File: src/can_tx_pkg.sv
// Constants, types and helpers shared by the transmit-buffer bookkeeping.
`default_nettype none
package can_tx_pkg;

  localparam int NUM_BUF = 3;

  // Register indices; each register's byte address is four times its index.
  localparam logic [5:0] IDX_TX_FLAGS     = 6'h06;
  localparam logic [5:0] IDX_TX_IRQ_EN    = 6'h07;
  localparam logic [5:0] IDX_TX_ABORT_REQ = 6'h08;
  localparam logic [5:0] IDX_TX_ABORT_ACK = 6'h09;
  localparam logic [5:0] IDX_MODE_CTRL    = 6'h0c;
  localparam logic [5:0] IDX_MODE_STATUS  = 6'h0d;
  localparam logic [5:0] IDX_EVT_STATUS   = 6'h0e;
  localparam logic [5:0] IDX_EVT_MASK     = 6'h0f;

  // Field positions.
  localparam int CTRL_INIT_BIT   = 0;
  localparam int CTRL_LISTEN_BIT = 1;
  localparam int MODE_INIT_ACK   = 0;
  localparam int EVT_SENT_LSB    = 0;
  localparam int EVT_ABORT_LSB   = 3;

  // Values after reset.
  localparam logic [2:0] TX_FLAGS_RESET  = 3'h7;
  localparam logic [2:0] IRQ_EN_RESET    = 3'h0;
  localparam logic [2:0] ABORT_REQ_RESET = 3'h0;
  localparam logic [2:0] ABORT_ACK_RESET = 3'h0;
  localparam logic [1:0] MODE_CTRL_RESET = 2'h0;
  localparam logic [5:0] EVT_RESET       = 6'h00;

  // Bus encodings.
  localparam logic [1:0] HTRANS_NONSEQ = 2'h2;
  localparam logic [2:0] HSIZE_WORD    = 3'h2;

  // Register port sequencing states.
  typedef enum logic [0:0] {
    ST_IDLE = 1'b0,
    ST_READ = 1'b1
  } port_state_t;

  // Sticky update: a set arriving with a clear wins.
  function automatic logic [5:0] sticky(input logic [5:0] cur,
                                        input logic [5:0] set,
                                        input logic [5:0] clr);
    return set | (cur & ~clr);
  endfunction : sticky

endpackage : can_tx_pkg
`default_nettype wire

File: src/can_tx_ahb_port.sv
// AHB-Lite slave front end: writes with no wait, reads with one wait state.
`timescale 1ns/10ps
`default_nettype none
module can_tx_ahb_port (
  input  wire logic        mclk,
  input  wire logic        reset,
  input  wire logic        clk_en,
  input  wire logic        hsel,
  input  wire logic [31:0] haddr,
  input  wire logic [1:0]  htrans,
  input  wire logic        hwrite,
  input  wire logic [2:0]  hsize,
  input  wire logic [31:0] hwdata,
  input  wire logic        hready,
  input  wire logic [31:0] rd_data,
  output logic             hreadyout,
  output logic             hresp,
  output logic [31:0]      hrdata,
  output logic             wr_en,
  output logic [5:0]       word_idx,
  output logic [31:0]      wr_data
);

  can_tx_pkg::port_state_t state_reg, state_next;
  logic [5:0]  addr_reg, addr_next;
  logic        wr_pend_reg, wr_pend_next;
  logic        ready_reg, ready_next;
  logic [31:0] rdata_reg, rdata_next;
  logic        take;

  // Only whole-word transfers inside the 256-byte window are taken.
  assign take = hsel && hready && (htrans == can_tx_pkg::HTRANS_NONSEQ)
                && (hsize == can_tx_pkg::HSIZE_WORD)
                && (haddr[31:8] == 24'h000000);

  // Reads sample the registers in the data phase, so a write just before
  // is always seen; the price is one wait state per read.
  always_comb begin
    state_next   = state_reg;
    addr_next    = addr_reg;
    wr_pend_next = 1'b0;
    ready_next   = ready_reg;
    rdata_next   = rdata_reg;
    case (state_reg)
      can_tx_pkg::ST_IDLE: begin
        if (take) begin
          addr_next = haddr[7:2];
          if (hwrite) begin
            wr_pend_next = 1'b1;
          end else begin
            state_next = can_tx_pkg::ST_READ;
            ready_next = 1'b0;
          end
        end
      end
      can_tx_pkg::ST_READ: begin
        rdata_next = rd_data;
        ready_next = 1'b1;
        state_next = can_tx_pkg::ST_IDLE;
      end
      default: begin
        state_next = can_tx_pkg::ST_IDLE;
        ready_next = 1'b1;
      end
    endcase
  end

  // Port state registers; frozen while the clock enable is low.
  always_ff @(posedge mclk) begin
    if (reset) begin
      state_reg   <= can_tx_pkg::ST_IDLE;
      addr_reg    <= 6'h00;
      wr_pend_reg <= 1'b0;
      ready_reg   <= 1'b1;
      rdata_reg   <= 32'h00000000;
      hresp       <= 1'b0;
    end else if (clk_en) begin
      state_reg   <= state_next;
      addr_reg    <= addr_next;
      wr_pend_reg <= wr_pend_next;
      ready_reg   <= ready_next;
      rdata_reg   <= rdata_next;
      hresp       <= 1'b0;
    end
  end

  assign hreadyout = ready_reg;
  assign hrdata    = rdata_reg;
  assign wr_en     = wr_pend_reg && clk_en;
  assign word_idx  = addr_reg;
  assign wr_data   = hwdata;

endmodule : can_tx_ahb_port
`default_nettype wire

File: src/can_tx_buffer_flag_abort_ctrl.sv
// Transmit-buffer empty flags, interrupt enables and abort handling.
//
// Decided for this implementation: the AHB-Lite interface to the registers.
`timescale 1ns/10ps
`default_nettype none
module can_tx_buffer_flag_abort_ctrl (
  input  wire logic        mclk,
  input  wire logic        reset,
  input  wire logic        clk_en,
  input  wire logic        hsel,
  input  wire logic [31:0] haddr,
  input  wire logic [1:0]  htrans,
  input  wire logic        hwrite,
  input  wire logic [2:0]  hsize,
  input  wire logic [31:0] hwdata,
  input  wire logic        hready,
  input  wire logic [2:0]  tx_sent,
  input  wire logic [2:0]  tx_in_progress,
  output logic             hreadyout,
  output logic             hresp,
  output logic [31:0]      hrdata,
  output logic [2:0]       tx_scheduled,
  output logic [2:0]       buffer_access_blocked,
  output logic [2:0]       abort_granted,
  output logic             tx_irq,
  output logic             event_irq
);

  ////////////////////////////////////////////////////////////////////////////
  // Register port.

  logic        wr_en;
  logic [5:0]  word_idx;
  logic [31:0] wr_data;
  logic [31:0] rd_data;

  // The bus front end presents one write strobe per accepted write.
  can_tx_ahb_port u_port (
    .mclk      (mclk),
    .reset     (reset),
    .clk_en    (clk_en),
    .hsel      (hsel),
    .haddr     (haddr),
    .htrans    (htrans),
    .hwrite    (hwrite),
    .hsize     (hsize),
    .hwdata    (hwdata),
    .hready    (hready),
    .rd_data   (rd_data),
    .hreadyout (hreadyout),
    .hresp     (hresp),
    .hrdata    (hrdata),
    .wr_en     (wr_en),
    .word_idx  (word_idx),
    .wr_data   (wr_data)
  );

  ////////////////////////////////////////////////////////////////////////////
  // State declarations.

  logic [2:0] flags_reg;
  logic [2:0] flags_next;
  logic [2:0] irq_en_reg;
  logic [2:0] irq_en_next;
  logic [2:0] abort_req_reg;
  logic [2:0] abort_req_next;
  logic [2:0] abort_ack_reg;
  logic [2:0] abort_ack_next;
  logic       init_req_reg;
  logic       init_req_next;
  logic       init_ack_reg;
  logic       init_ack_next;
  logic       listen_reg;
  logic       listen_next;
  logic [5:0] evt_status_reg;
  logic [5:0] evt_status_next;
  logic [5:0] evt_mask_reg;
  logic [5:0] evt_mask_next;

  logic [2:0] tx_sched_reg;
  logic [2:0] tx_sched_next;
  logic [2:0] blocked_reg;
  logic [2:0] blocked_next;
  logic [2:0] granted_reg;
  logic [2:0] granted_next;
  logic       tx_irq_reg;
  logic       tx_irq_next;
  logic       evt_irq_reg;
  logic       evt_irq_next;

  ////////////////////////////////////////////////////////////////////////////
  // Decode and events.

  logic       in_init;
  logic       writable;
  logic       wr_flags;
  logic       wr_irq_en;
  logic       wr_abort_req;
  logic       wr_ctrl;
  logic       wr_evt_status;
  logic       wr_evt_mask;
  logic [2:0] sent_ok;
  logic [2:0] grant;
  logic [2:0] flag_set;
  logic [2:0] flag_clr;
  logic [2:0] flag_rise;
  logic [2:0] flag_fall;
  logic [5:0] flag_tmp;
  logic [5:0] ack_tmp;
  logic [5:0] evt_set;

  // Initialization mode holds the registers only when both request and
  // acknowledge are high; writes need both low, so during the handshake
  // the registers neither reset nor accept writes.
  assign in_init  = init_req_reg && init_ack_reg;
  assign writable = !init_req_reg && !init_ack_reg;

  // Write strobes per register.
  assign wr_flags      = wr_en && (word_idx == can_tx_pkg::IDX_TX_FLAGS)
                         && writable;
  assign wr_irq_en     = wr_en && (word_idx == can_tx_pkg::IDX_TX_IRQ_EN)
                         && writable;
  assign wr_abort_req  = wr_en
                         && (word_idx == can_tx_pkg::IDX_TX_ABORT_REQ)
                         && writable;
  assign wr_ctrl       = wr_en && (word_idx == can_tx_pkg::IDX_MODE_CTRL);
  assign wr_evt_status = wr_en && (word_idx == can_tx_pkg::IDX_EVT_STATUS);
  assign wr_evt_mask   = wr_en && (word_idx == can_tx_pkg::IDX_EVT_MASK);

  // A completion only counts for a buffer that is actually scheduled.
  assign sent_ok = tx_sent & ~flags_reg;

  // Abort is granted while the engine is not sending the buffer: either
  // it never started or it dropped the attempt after lost arbitration or
  // an error. A completion in the same cycle wins; the message went out.
  assign grant = abort_req_reg & ~flags_reg & ~tx_in_progress
                 & ~tx_sent;

  // Flags are set by sending or by a granted abort.
  assign flag_set = sent_ok | grant;

  // Clears come from a write of ones and are ignored in listen mode.
  assign flag_clr = wr_flags ? (wr_data[2:0] & {3{!listen_reg}})
                             : 3'h0;

  // Set beats clear in the same cycle.
  assign flag_tmp = can_tx_pkg::sticky({3'h0, flags_reg},
                                       {3'h0, flag_set},
                                       {3'h0, flag_clr});

  ////////////////////////////////////////////////////////////////////////////
  // Transmit buffer registers.

  // Next values for flags, enables, abort requests and acknowledges.
  always_comb begin
    flags_next     = flags_reg;
    irq_en_next    = irq_en_reg;
    abort_req_next = abort_req_reg;
    abort_ack_next = abort_ack_reg;
    flag_rise      = 3'h0;
    flag_fall      = 3'h0;
    ack_tmp        = 6'h00;
    if (in_init) begin
      flags_next     = can_tx_pkg::TX_FLAGS_RESET;
      irq_en_next    = can_tx_pkg::IRQ_EN_RESET;
      abort_req_next = can_tx_pkg::ABORT_REQ_RESET;
      abort_ack_next = can_tx_pkg::ABORT_ACK_RESET;
    end else begin
      flags_next = flag_tmp[2:0];
      flag_rise  = flags_next & ~flags_reg;
      flag_fall  = flags_reg & ~flags_next;
      if (wr_irq_en) begin
        irq_en_next = wr_data[2:0];
      end
      // Requests only stick on scheduled buffers and software can only
      // add ones; the block alone removes them.
      if (wr_abort_req) begin
        abort_req_next = abort_req_reg
                         | (wr_data[2:0] & ~flags_reg);
      end
      abort_req_next = abort_req_next & ~flag_rise;
      // An acknowledge is raised by the grant and dropped when software
      // schedules the buffer again.
      ack_tmp = can_tx_pkg::sticky({3'h0, abort_ack_reg},
                                   {3'h0, grant},
                                   {3'h0, flag_fall});
      abort_ack_next = ack_tmp[2:0];
    end
  end

  // Transmit buffer state.
  always_ff @(posedge mclk) begin
    if (reset) begin
      flags_reg     <= can_tx_pkg::TX_FLAGS_RESET;
      irq_en_reg    <= can_tx_pkg::IRQ_EN_RESET;
      abort_req_reg <= can_tx_pkg::ABORT_REQ_RESET;
      abort_ack_reg <= can_tx_pkg::ABORT_ACK_RESET;
    end else if (clk_en) begin
      flags_reg     <= flags_next;
      irq_en_reg    <= irq_en_next;
      abort_req_reg <= abort_req_next;
      abort_ack_reg <= abort_ack_next;
    end
  end

  ////////////////////////////////////////////////////////////////////////////
  // Mode control.

  // The acknowledge follows the request one cycle later, so software can
  // poll for it before relying on the held registers.
  always_comb begin
    init_req_next = init_req_reg;
    listen_next   = listen_reg;
    init_ack_next = init_req_reg;
    if (wr_ctrl) begin
      init_req_next = wr_data[can_tx_pkg::CTRL_INIT_BIT];
      listen_next   = wr_data[can_tx_pkg::CTRL_LISTEN_BIT];
    end
  end

  // Mode state.
  always_ff @(posedge mclk) begin
    if (reset) begin
      init_req_reg <= can_tx_pkg::MODE_CTRL_RESET[can_tx_pkg::CTRL_INIT_BIT];
      listen_reg   <=
        can_tx_pkg::MODE_CTRL_RESET[can_tx_pkg::CTRL_LISTEN_BIT];
      init_ack_reg <= 1'b0;
    end else if (clk_en) begin
      init_req_reg <= init_req_next;
      listen_reg   <= listen_next;
      init_ack_reg <= init_ack_next;
    end
  end

  ////////////////////////////////////////////////////////////////////////////
  // Event interrupt status and mask.

  assign evt_set = {grant, sent_ok};

  // Sticky event bits, cleared by writing ones; a new event wins.
  always_comb begin
    evt_status_next = can_tx_pkg::sticky(evt_status_reg, evt_set,
                        wr_evt_status ? wr_data[5:0] : 6'h00);
    evt_mask_next   = wr_evt_mask ? wr_data[5:0] : evt_mask_reg;
  end

  // Event state.
  always_ff @(posedge mclk) begin
    if (reset) begin
      evt_status_reg <= can_tx_pkg::EVT_RESET;
      evt_mask_reg   <= can_tx_pkg::EVT_RESET;
    end else if (clk_en) begin
      evt_status_reg <= evt_status_next;
      evt_mask_reg   <= evt_mask_next;
    end
  end

  ////////////////////////////////////////////////////////////////////////////
  // Outputs, all taken from flip-flops; all but abort_granted are built from next-state values so
  // they track the registers without an extra cycle of lag. abort_granted registers grant, one cycle after it.

  always_comb begin
    tx_sched_next = ~flags_next & {3{!listen_next}};
    blocked_next  = ~flags_next;
    granted_next  = grant;
    tx_irq_next   = |(flags_next & irq_en_next);
    evt_irq_next  = |(evt_status_next & evt_mask_next);
  end

  // Output registers.
  always_ff @(posedge mclk) begin
    if (reset) begin
      tx_sched_reg <= 3'h0;
      blocked_reg  <= 3'h0;
      granted_reg  <= 3'h0;
      tx_irq_reg   <= 1'b0;
      evt_irq_reg  <= 1'b0;
    end else if (clk_en) begin
      tx_sched_reg <= tx_sched_next;
      blocked_reg  <= blocked_next;
      granted_reg  <= granted_next;
      tx_irq_reg   <= tx_irq_next;
      evt_irq_reg  <= evt_irq_next;
    end
  end

  assign tx_scheduled          = tx_sched_reg;
  assign buffer_access_blocked = blocked_reg;
  assign abort_granted         = granted_reg;
  assign tx_irq                = tx_irq_reg;
  assign event_irq             = evt_irq_reg;

  ////////////////////////////////////////////////////////////////////////////
  // Read multiplexer; unmapped words and unused bits read as zero.

  always_comb begin
    rd_data = 32'h00000000;
    case (word_idx)
      can_tx_pkg::IDX_TX_FLAGS: begin
        rd_data[2:0] = flags_reg;
      end
      can_tx_pkg::IDX_TX_IRQ_EN: begin
        rd_data[2:0] = irq_en_reg;
      end
      can_tx_pkg::IDX_TX_ABORT_REQ: begin
        rd_data[2:0] = abort_req_reg;
      end
      can_tx_pkg::IDX_TX_ABORT_ACK: begin
        rd_data[2:0] = abort_ack_reg;
      end
      can_tx_pkg::IDX_MODE_CTRL: begin
        rd_data[can_tx_pkg::CTRL_INIT_BIT]   = init_req_reg;
        rd_data[can_tx_pkg::CTRL_LISTEN_BIT] = listen_reg;
      end
      can_tx_pkg::IDX_MODE_STATUS: begin
        rd_data[can_tx_pkg::MODE_INIT_ACK] = init_ack_reg;
      end
      can_tx_pkg::IDX_EVT_STATUS: begin
        rd_data[5:0] = evt_status_reg;
      end
      can_tx_pkg::IDX_EVT_MASK: begin
        rd_data[5:0] = evt_mask_reg;
      end
      default: begin
        rd_data = 32'h00000000;
      end
    endcase
  end

endmodule : can_tx_buffer_flag_abort_ctrl
`default_nettype wire

File: config.mk
export PLATFORM = sky130hd
export DESIGN_NAME = can_tx_buffer_flag_abort_ctrl
export DESIGN_NICKNAME = d
export VERILOG_FILES = /design/src/can_tx_pkg.sv /design/src/can_tx_ahb_port.sv /design/src/can_tx_buffer_flag_abort_ctrl.sv
export SDC_FILE = /design/constraint.sdc
export NUM_CORES = 1
export LEC_CHECK = 0
export BUFFER_PORTS_ARGS = -buffer_cell sky130_fd_sc_hd__buf_2
export CAP_MARGIN = 20
export CORE_ASPECT_RATIO = 0.9
export CORE_UTILIZATION = 35
export CTS_CLUSTER_SIZE = 28
export DETAILED_ROUTE_END_ITERATION = 8
export GPL_ROUTABILITY_DRIVEN = 0
export HOLD_SLACK_MARGIN = 0.03
export SYNTH_ARGS = -nofsm -noshare
export SYNTH_HDL_FRONTEND = slang
export SYNTH_SLANG_ARGS = --single-unit
File: constraint.sdc
create_clock -name mclk -period 5.9 [get_ports mclk]
set_input_delay 0.59 -clock mclk [delete_from_list [all_inputs] [get_ports mclk]]
set_output_delay 0.59 -clock mclk [all_outputs]
set_load 0.05 [all_outputs]
Word level (Yosys, flattened, before mapping)
Index checks and enable logic that the tools add are counted.
Storage, ports and cells
  register bits after elaboration: 53
  input port bits: 81
  output and inout port bits: 45
  word-level logic and storage cells: 112
Cells by class
  equal/unequal tests: 12
  multiplexer cells: 24
  bitwise operators: 30
  reduce and logical (&&, ||, !) cells: 27
Operators by type and width (number)
  AND 3 bit: 13
  equality test 6 x 4 -> 1 bit (second input constant): 6
  logical NOT 24 bit: 1
  2-to-1 mux 3 bit: 8
  NOT 3 bit: 8
  logical AND 1 bit: 16
  AND 6 bit: 2
  equality test 6 x 3 -> 1 bit (second input constant): 2
  2-to-1 mux 6 bit: 2
  OR 3 bit: 4
  2-to-1 mux 1 bit: 8
  case mux 1 bit (8 select lines): 1
  case mux 1 bit (7 select lines): 1
  NOT 6 bit: 1
  OR 6 bit: 1
  case mux 1 bit (6 select lines): 1
  case mux 3 bit (2 select lines): 1
  AND reduction 3 bit: 2
  OR reduction 6 bit: 1
  logical NOT 1 bit: 4
  case mux 1 bit (2 select lines): 2
  AND reduction 2 bit: 2
  equality test 3 x 2 -> 1 bit (second input constant): 1
  OR reduction 3 bit: 1
  other kinds (4): 4

Depth between registers and ports, before layout
Gate-level depths: netlist of the first run.
  word-level depth: 13
  mapped depth: 7
  gate-level depth less buffers: 5

Modules after synthesis
Synthesis of the first run repeated with hierarchy kept, for this count alone.
Unflattened totals
  cells, all modules: 498
  area, all modules: 3973.8 µm²
Modules (own cells, without submodules)
  can_tx_buffer_flag_abort_ctrl: times used 1, cells an instance 275, area each 2179.6 µm², seq. area each 760.7 µm²
  can_tx_ahb_port: times used 1, cells an instance 223, area each 1794.2 µm², seq. area each 820.8 µm²

Worst setup path after synthesis of the first run
Ideal clock, no wire load.
  path type: input-to-reg
  start point: in clk_en
  end point: reg u_port.addr_reg[0], in the netlist u_port.word_idx[0]
  setup time: 128 ps
  arrival: 1967 ps
  required time: 5772 ps
  setup slack: 3805 ps
  stages on the path: 6
  buffers on the path: 1
  cells stage by stage: clkbuf_1 > nor4b_1 > nand4_1 > nor3_2 > mux2i_1 > nor2_1
On the way
  longest elaborated chain between the ends: 1
RTL lines
  start: declaration: line can_tx_buffer_flag_abort_ctrl.sv:9  | input wire logic clk_en,
  AND reduction 3 bit (no source line)
  end signal: assignment: line can_tx_ahb_port.sv:79  | addr_reg <= addr_next;
  end: declaration: line can_tx_ahb_port.sv:25  | logic [5:0] addr_reg, addr_next;
Every way passes these cells.
A chain may end at the register's enable or synchronous reset.

Worst setup path in the final report of the first run
  start point: reg u_port.addr_reg[1], in the netlist u_port.word_idx[1]
  end point: reg flags_reg[2]
On the way
  longest elaborated chain between the ends: 8
RTL lines
  equality test 6 x 3 -> 1 bit: line can_tx_buffer_flag_abort_ctrl.sv:119  | assign wr_flags = wr_en && (word_idx == can_tx_pkg::IDX_TX_FLAGS)
  logical AND 1 bit: line can_tx_buffer_flag_abort_ctrl.sv:119
  logical AND 1 bit: line can_tx_buffer_flag_abort_ctrl.sv:120  | && writable;
  2-to-1 mux 3 bit: line can_tx_buffer_flag_abort_ctrl.sv:143  | assign flag_clr = wr_flags ? (wr_data[2:0] & {3{!listen_reg}})
  NOT 3 bit: line can_tx_pkg.sv:46  | return set | (cur & ~clr);
  AND 3 bit: line can_tx_pkg.sv:46
  OR 3 bit: line can_tx_pkg.sv:46
  2-to-1 mux 3 bit: line can_tx_buffer_flag_abort_ctrl.sv:163  | if (in_init) begin
  end signal: assignment: line can_tx_buffer_flag_abort_ctrl.sv:194  | flags_reg <= can_tx_pkg::TX_FLAGS_RESET;
  end signal: assignment: line can_tx_buffer_flag_abort_ctrl.sv:199  | flags_reg <= flags_next;
  end: declaration: line can_tx_buffer_flag_abort_ctrl.sv:61  | logic [2:0] flags_reg;
Every way passes these cells.

==> impl_metrics.ini, run 1 <==
[logic_synthesis]
synthDistinctLibCells = 54
synthCells = 342
ys_ff_latch = 53
ys.warnings.count = 0
synth_area_leaders = dfxtp_1 (37%), mux2i_1 (8.5%), buf_4 (7.1%), nor2_1 (5.0%), a21oi_1 (4.0%)
ys_seq_area_share_pct = 37.3
async_reset_ff_share_pct = 0
yosysTopAreaCell = dfxtp_1
synthTopCellsByCount = dfxtp_1 (53), nor2_1 (38), nand2_1 (29)
syn_area_sq_um = 2840
avgSynthCellArea_sq_um = 8.31
yosys.cell_count.top_type = dfxtp_1
dominantRegCellSynth = dfxtp_1
synth-edff-count = 0
yosysTopAreaCellShare_pct = 37.3

[floorplan]
rows = 30
start_util_pct = 36.9
die_w_um = 97.0
dieHeight_um = 87.5
io_pins = 126
core-area_sq_um = 7690
dieArea_sq_um = 8490

[routing]
firstDrtPassIters = 4
drc = 0
antenna_left = 0
drt-total-wl_mm = 7.20
met2_length_mm = 3.24
top_layer = met4
wire_per_inst_um = 14.6
met3_length_um = 445
drt_iter0_markers = 204
num_vias = 2608
wl_met1_mm = 3.49
via_per_inst = 5.28

[sta]
hold_slack_ps = 461
final.min_clock_period_ps = 2430
fin_crit_sh_pct = 41.2
setup_tns_ps = 0
worst_pin_slew_ps = 953
slew_headroom_pct = 35.6
finClkSkew_ps = 8.49
setup-violations-final = 0
slew_violations = 0
hold_violations = 0
timing.fmax_ghz = 0.412
rsz0062_at_grt = false

[critical_path]
critical_path_class = register to register
worstRegToRegCells = 5
timing.rr.start = u_port.word_idx[1]$_SDFFE_PP0P_
cp.required_ps = 6080
crit_arrival_ps = 2610
end_kind = register
crit_path_start = u_port.word_idx[1]$_SDFFE_PP0P_
worstPathMaxFanout = 12
start_kind = register

[cts]
post_cts_resize_count = 0
cts_tree = done
holdBufCountCts = 0
cts_root_buf = clkbuf_8
cts_buffers = 5
insertion_delay_ps = 300
clock_path_buffers = 2
cts_sinks = 53
cts_setup_buffers = 0
htreeDepth = 2
cts.clk_slew.worst_paths_ps = 90

[worst_hold_path]
holdPathStages = 1
hp-class = register to register
min_from = buffer_access_blocked[2]$_SDFFE_PP0P_

[finish]
drive_gt1_share_pct = 21.1
antenna-diode-count = 0
finish.utilization_pct = 41.8
final_nets = 479
area.growth.synth_to_final_pct = 13.1

[global_routing]
antenna_found_initial = 0
grt_pass1_vias = 2306
grt_max_degree = 52
grt-ovfl-total = 0
track_usage_pct = 17.3
grt_pass1_wl_mm = 11.6

[power_and_ir_drop]
ir_drop_mv = 0.0835
p_leak_nw = 1.17
power_mw = 0.653
p_per_area_nw_per_um2 = 203

[place]
port_buffers = 70
place_hpwl_mm = 5.33

[outcome]
status = complete, no violations

[run]
max_cap_violations = 0
-- final timing paths --
check / endpoint / slack (ps)
worst max-delay path: flags_reg[2]$_SDFFE_PP1P_ / 3470
worst min-delay path: buffer_access_blocked[2]$_SDFFE_PP0P_ / 460
worst max register to register: flags_reg[2]$_SDFFE_PP1P_ / 3470
worst min register to register: buffer_access_blocked[2]$_SDFFE_PP0P_ / 460
-- cell type report --
type,instances,area (sq um)
Clock buffer,7,86.3
Fill cell,803,4480
Inverter,4,15.0
Multi-Input combinational cell,264,1580
Sequential cell,53,1060
Tap cell,96,120
Timing Repair Buffer,70,350
-- cell families after synthesis --
group           Yosys count  share of synthesized area [%]
buf+inv                  51                           10.4
simple gates            134                           25.4
other cells               1                          0.132
compound gates           79                           18.3
flops                    53                           37.3
mux                      24                           8.45
-- power breakdown --
| group | total [mW] | switching (mW) | internal (mW) |
|---|---|---|---|
| sequential | 0.362 | 0.00241 | 0.360 |
| clock | 0.205 | 0.112 | 0.0934 |
| combinational | 0.0857 | 0.0662 | 0.0194 |
| total | 0.653 | 0.180 | 0.473 |
-- placed cells by master, fill, tap and decap left out, types with 7 or more instances in the layout --
master and n:
nor3_1 8, a22oi_1 7, nor4_1 10, nand2_1 29, mux2i_1 24, a31oi_1 8
nor2b_1 8, nor2_1 38, o21ai_0 9, buf_2 70, a21oi_1 23, dfxtp_1 53
nand3_1 10, conb_1 27
-- per-stage QoR --
| stage | instances | setup slack [ps] | area, sq um |
|---|---|---|---|
| floorplan | 368 | 3810 | 2940 |
| global placement | 487 | 3200 | 3130 |
| detailed placement | 487 | 3200 | 3130 |
| CTS | 494 | 3490 | 3220 |
| finish | 494 | 3470 | 3220 |
| global route | 494 | 3270 | 3220 |
-- worst max-delay path, cell delays in order, from the launching register on --
cell and delay, ps:
dfxtp_1 570, or3b_2 530, nor4_2 580, a31oi_1 260, a21oi_1 260, o21ai_0 110
-- per-layer routing --
metal,global-route usage (%),vias to the layer above
met1,24.4,1226
met5,0,-
met2,26.9,81
met4,3.26,0
met3,4.17,2
li1,-,1299
No activity file was read; power rests on OpenSTA's default activity.
==> run 2, diff against run 1 <==
--- a/config.mk
+++ b/config.mk
@@ -5,6 +5,7 @@
 export SDC_FILE = /design/constraint.sdc
 export NUM_CORES = 1
 export LEC_CHECK = 0
+export ABC_AREA = 1
 export BUFFER_PORTS_ARGS = -buffer_cell sky130_fd_sc_hd__buf_2
 export CAP_MARGIN = 20
 export CORE_ASPECT_RATIO = 0.9
==> constraint.sdc (replaced) <==
create_clock -name mclk -period 2.1 [get_ports mclk]
set_input_delay 0.21 -clock mclk [delete_from_list [all_inputs] [get_ports mclk]]
set_output_delay 0.21 -clock mclk [all_outputs]
set_load 0.05 [all_outputs]
==> impl_metrics.ini, run 2 <==
[finish]
area.growth.synth_to_final_pct = 16.5
nFillCells = 879
stdcell_count = 620
antenna-diode-count = 0
mostFrequentLayoutCells = nand2_1 (104), buf_2 (70), nor2_1 (62), dfxtp_1 (53), inv_1 (51)
drive_gt1_share_pct = 20.3
final_nets = 601
regArea_sq_um = 1060
multi_input_area_sq_um = 1490
final_common_cell = nand2_1
finish.utilization_pct = 42.2

[logic_synthesis]
syn_area_sq_um = 2920
synthTopCellsByCount = nand2_1 (104), nor2_1 (62), dfxtp_1 (53)
synthCells = 447
ys.warnings.count = 0
synthDistinctLibCells = 33
synth-edff-count = 0
ys_seq_area_share_pct = 36.3
synth_area_leaders = dfxtp_1 (36%), nand2_1 (13%), nor2_1 (8.0%), buf_4 (7.4%), o21ai_0 (6.8%)
dominantRegCellSynth = dfxtp_1
yosysTopAreaCell = dfxtp_1
avgSynthCellArea_sq_um = 6.54
async_reset_ff_share_pct = 0
ys_ff_latch = 53
yosysTopAreaCellShare_pct = 36.3
yosys.cell_count.top_type = nand2_1

[floorplan]
rows = 31
io_pins = 126
start_util_pct = 36.2
core-area_sq_um = 8070
dieArea_sq_um = 8720
dieHeight_um = 88.7
die_w_um = 98.3

[cts]
clock_path_buffers = 2
cts.clk_slew.worst_paths_ps = 100
cts_setup_buffers = 0
holdBufCountCts = 0
cts_sinks = 53
cts_tree = done
post_cts_resize_count = 0
cts_buffers = 5
htreeDepth = 2
cts_root_buf = clkbuf_8
insertion_delay_ps = 320

[routing]
top_layer = met4
via_per_inst = 4.75
wl_met1_mm = 3.78
wire_per_inst_um = 12.3
antenna_left = 0
drt-total-wl_mm = 7.60
met2_length_mm = 3.36
drt_iter0_markers = 147
num_vias = 2945
met3_length_um = 355
firstDrtPassIters = 9
drc = 1

[critical_path]
cp_cell_sequence = nor2_4 > nand2_1 > nor2_2 > nand3_1 > a21oi_1 > nor2_1 > nor2_1 > a21oi_1
critPathMaxStageDelay_ps = 350
timing.rr.start = u_port.word_idx[4]$_SDFFE_PP0P_
critical_path_class = register to register
worstRegToRegCells = 8
crit_arrival_ps = 1890
reg2reg_to = tx_irq$_SDFFE_PP0P_
crit_buf_inv = 0
worstPathMaxFanout = 8
end_kind = register
start_kind = register
crit_slowest_cell = dfxtp_1
cp.required_ps = 2300
reg2reg_slack_ps = 410
critical_path.top_delay_family = simple AND/OR/NAND/NOR gates

[worst_hold_path]
min_from = haddr[7]
whs_endpoint = u_port.word_idx[5]$_SDFFE_PP0P_
hp-class = input pin to register
holdPathStages = 3

[power_and_ir_drop]
seqPwrFrac_pct = 52.5
internal_power_mw = 1.37
power.net_switching_mw = 0.602
clkPwrFrac_pct = 32.3
p_per_area_nw_per_um2 = 578
p_leak_nw = 1.57
power_mw = 1.97
combinationalPowerShare_pct = 15.2
p_sw_share_pct = 30.6
ir_drop_mv = 0.353

[global_routing]
grt_pass1_wl_mm = 12.8
grt_pass1_vias = 2708
track_usage_pct = 18.3
grt_max_degree = 29
antenna_found_initial = 0
grt-ovfl-total = 0

[sta]
setup_tns_ps = 0
slew_violations = 0
timing.fmax_ghz = 0.593
setup-violations-final = 0
fin_crit_sh_pct = 80.4
fin_ws_ps = 413
finClkSkew_ps = 5.64
hold_violations = 0
final.min_clock_period_ps = 1690
rsz0062_at_grt = false

[place]
port_buffers = 70
dp.cells = 612
dp_slack_ps = 435
place_hpwl_mm = 5.78

[outcome]
status = finished with violations
violations = DRC

[run]
max_cap_violations = 0
run 2: cell types whose count changed after synthesis, sizes merged, moves of 9 or more:
cell,delta
inv,+50
nor2,+31
o21ai,+33
nand2,+77
nand4,+9
mux2i,-24
run 2: cell type report:
cell class | count | share of cell area [%]
well taps | 99 | 3.64
flip-flops and latches | 53 | 31.2
clock buffers | 6 | 2.42
multi-input cells | 325 | 43.8
clock inverters | 2 | 0.478
repair buffers | 79 | 12.3
inverters | 56 | 6.21
run 2: power by group through the flow:
stage	combinational (mW)	clock [mW]	sequential, mW
after floorplan	0.226	0	1.08
after global placement	0.296	0	1.06
after detailed placement	0.298	0	1.06
after CTS	0.299	0.654	1.03
after global routing	0.325	0.691	1.04
final	0.299	0.637	1.03
run 2: metrics by stage:
stage / instance area (sq um) / hold WS, ps
finish: 3410 / 146
global route: 3410 / 172
CTS: 3410 / 148
detailed placement: 3310 / 454
global placement: 3310 / 452
floorplan: 3020 / 366
run 2: worst max path at each step:
stage                                          from                         to  slack (ps)  depth (start not counted)
floorplan           u_port.word_idx[2]$_SDFFE_PP0P_     event_irq$_SDFFE_PP0P_         770                         11
global placement    u_port.word_idx[4]$_SDFFE_PP0P_        tx_irq$_SDFFE_PP0P_         440                          8
detailed placement  u_port.word_idx[4]$_SDFFE_PP0P_        tx_irq$_SDFFE_PP0P_         440                          8
CTS                 u_port.word_idx[4]$_SDFFE_PP0P_        tx_irq$_SDFFE_PP0P_         430                          8
global route        u_port.word_idx[4]$_SDFFE_PP0P_  flags_reg[0]$_SDFFE_PP1P_         170                          8
finish              u_port.word_idx[4]$_SDFFE_PP0P_        tx_irq$_SDFFE_PP0P_         410                          8
run 2: kinds of logic (layout without fill, tap and decap cells):
| logic type | Yosys count | after routing | share of synthesized area, % |
|---|---|---|---|
| simple gates | 211 | 211 | 31.5 |
| flops | 53 | 53 | 36.3 |
| other cells | 1 | 27 | 0.128 |
| buf+inv | 95 | 143 | 16.0 |
| compound gates | 87 | 87 | 16.1 |
run 2: routing by layer:
layer	vias to the layer above	GRT usage (%)
met5	-	0
met4	0	5.02
met3	10	2.92
met2	85	30.7
met1	1325	24.7
li1	1525	-
run 2: worst reg2reg max path: cells and delay by family (launching register included):
kind / cells / cell delay (ps)
simple gates: 6 / 890
flops: 1 / 350
compound gates: 2 / 340
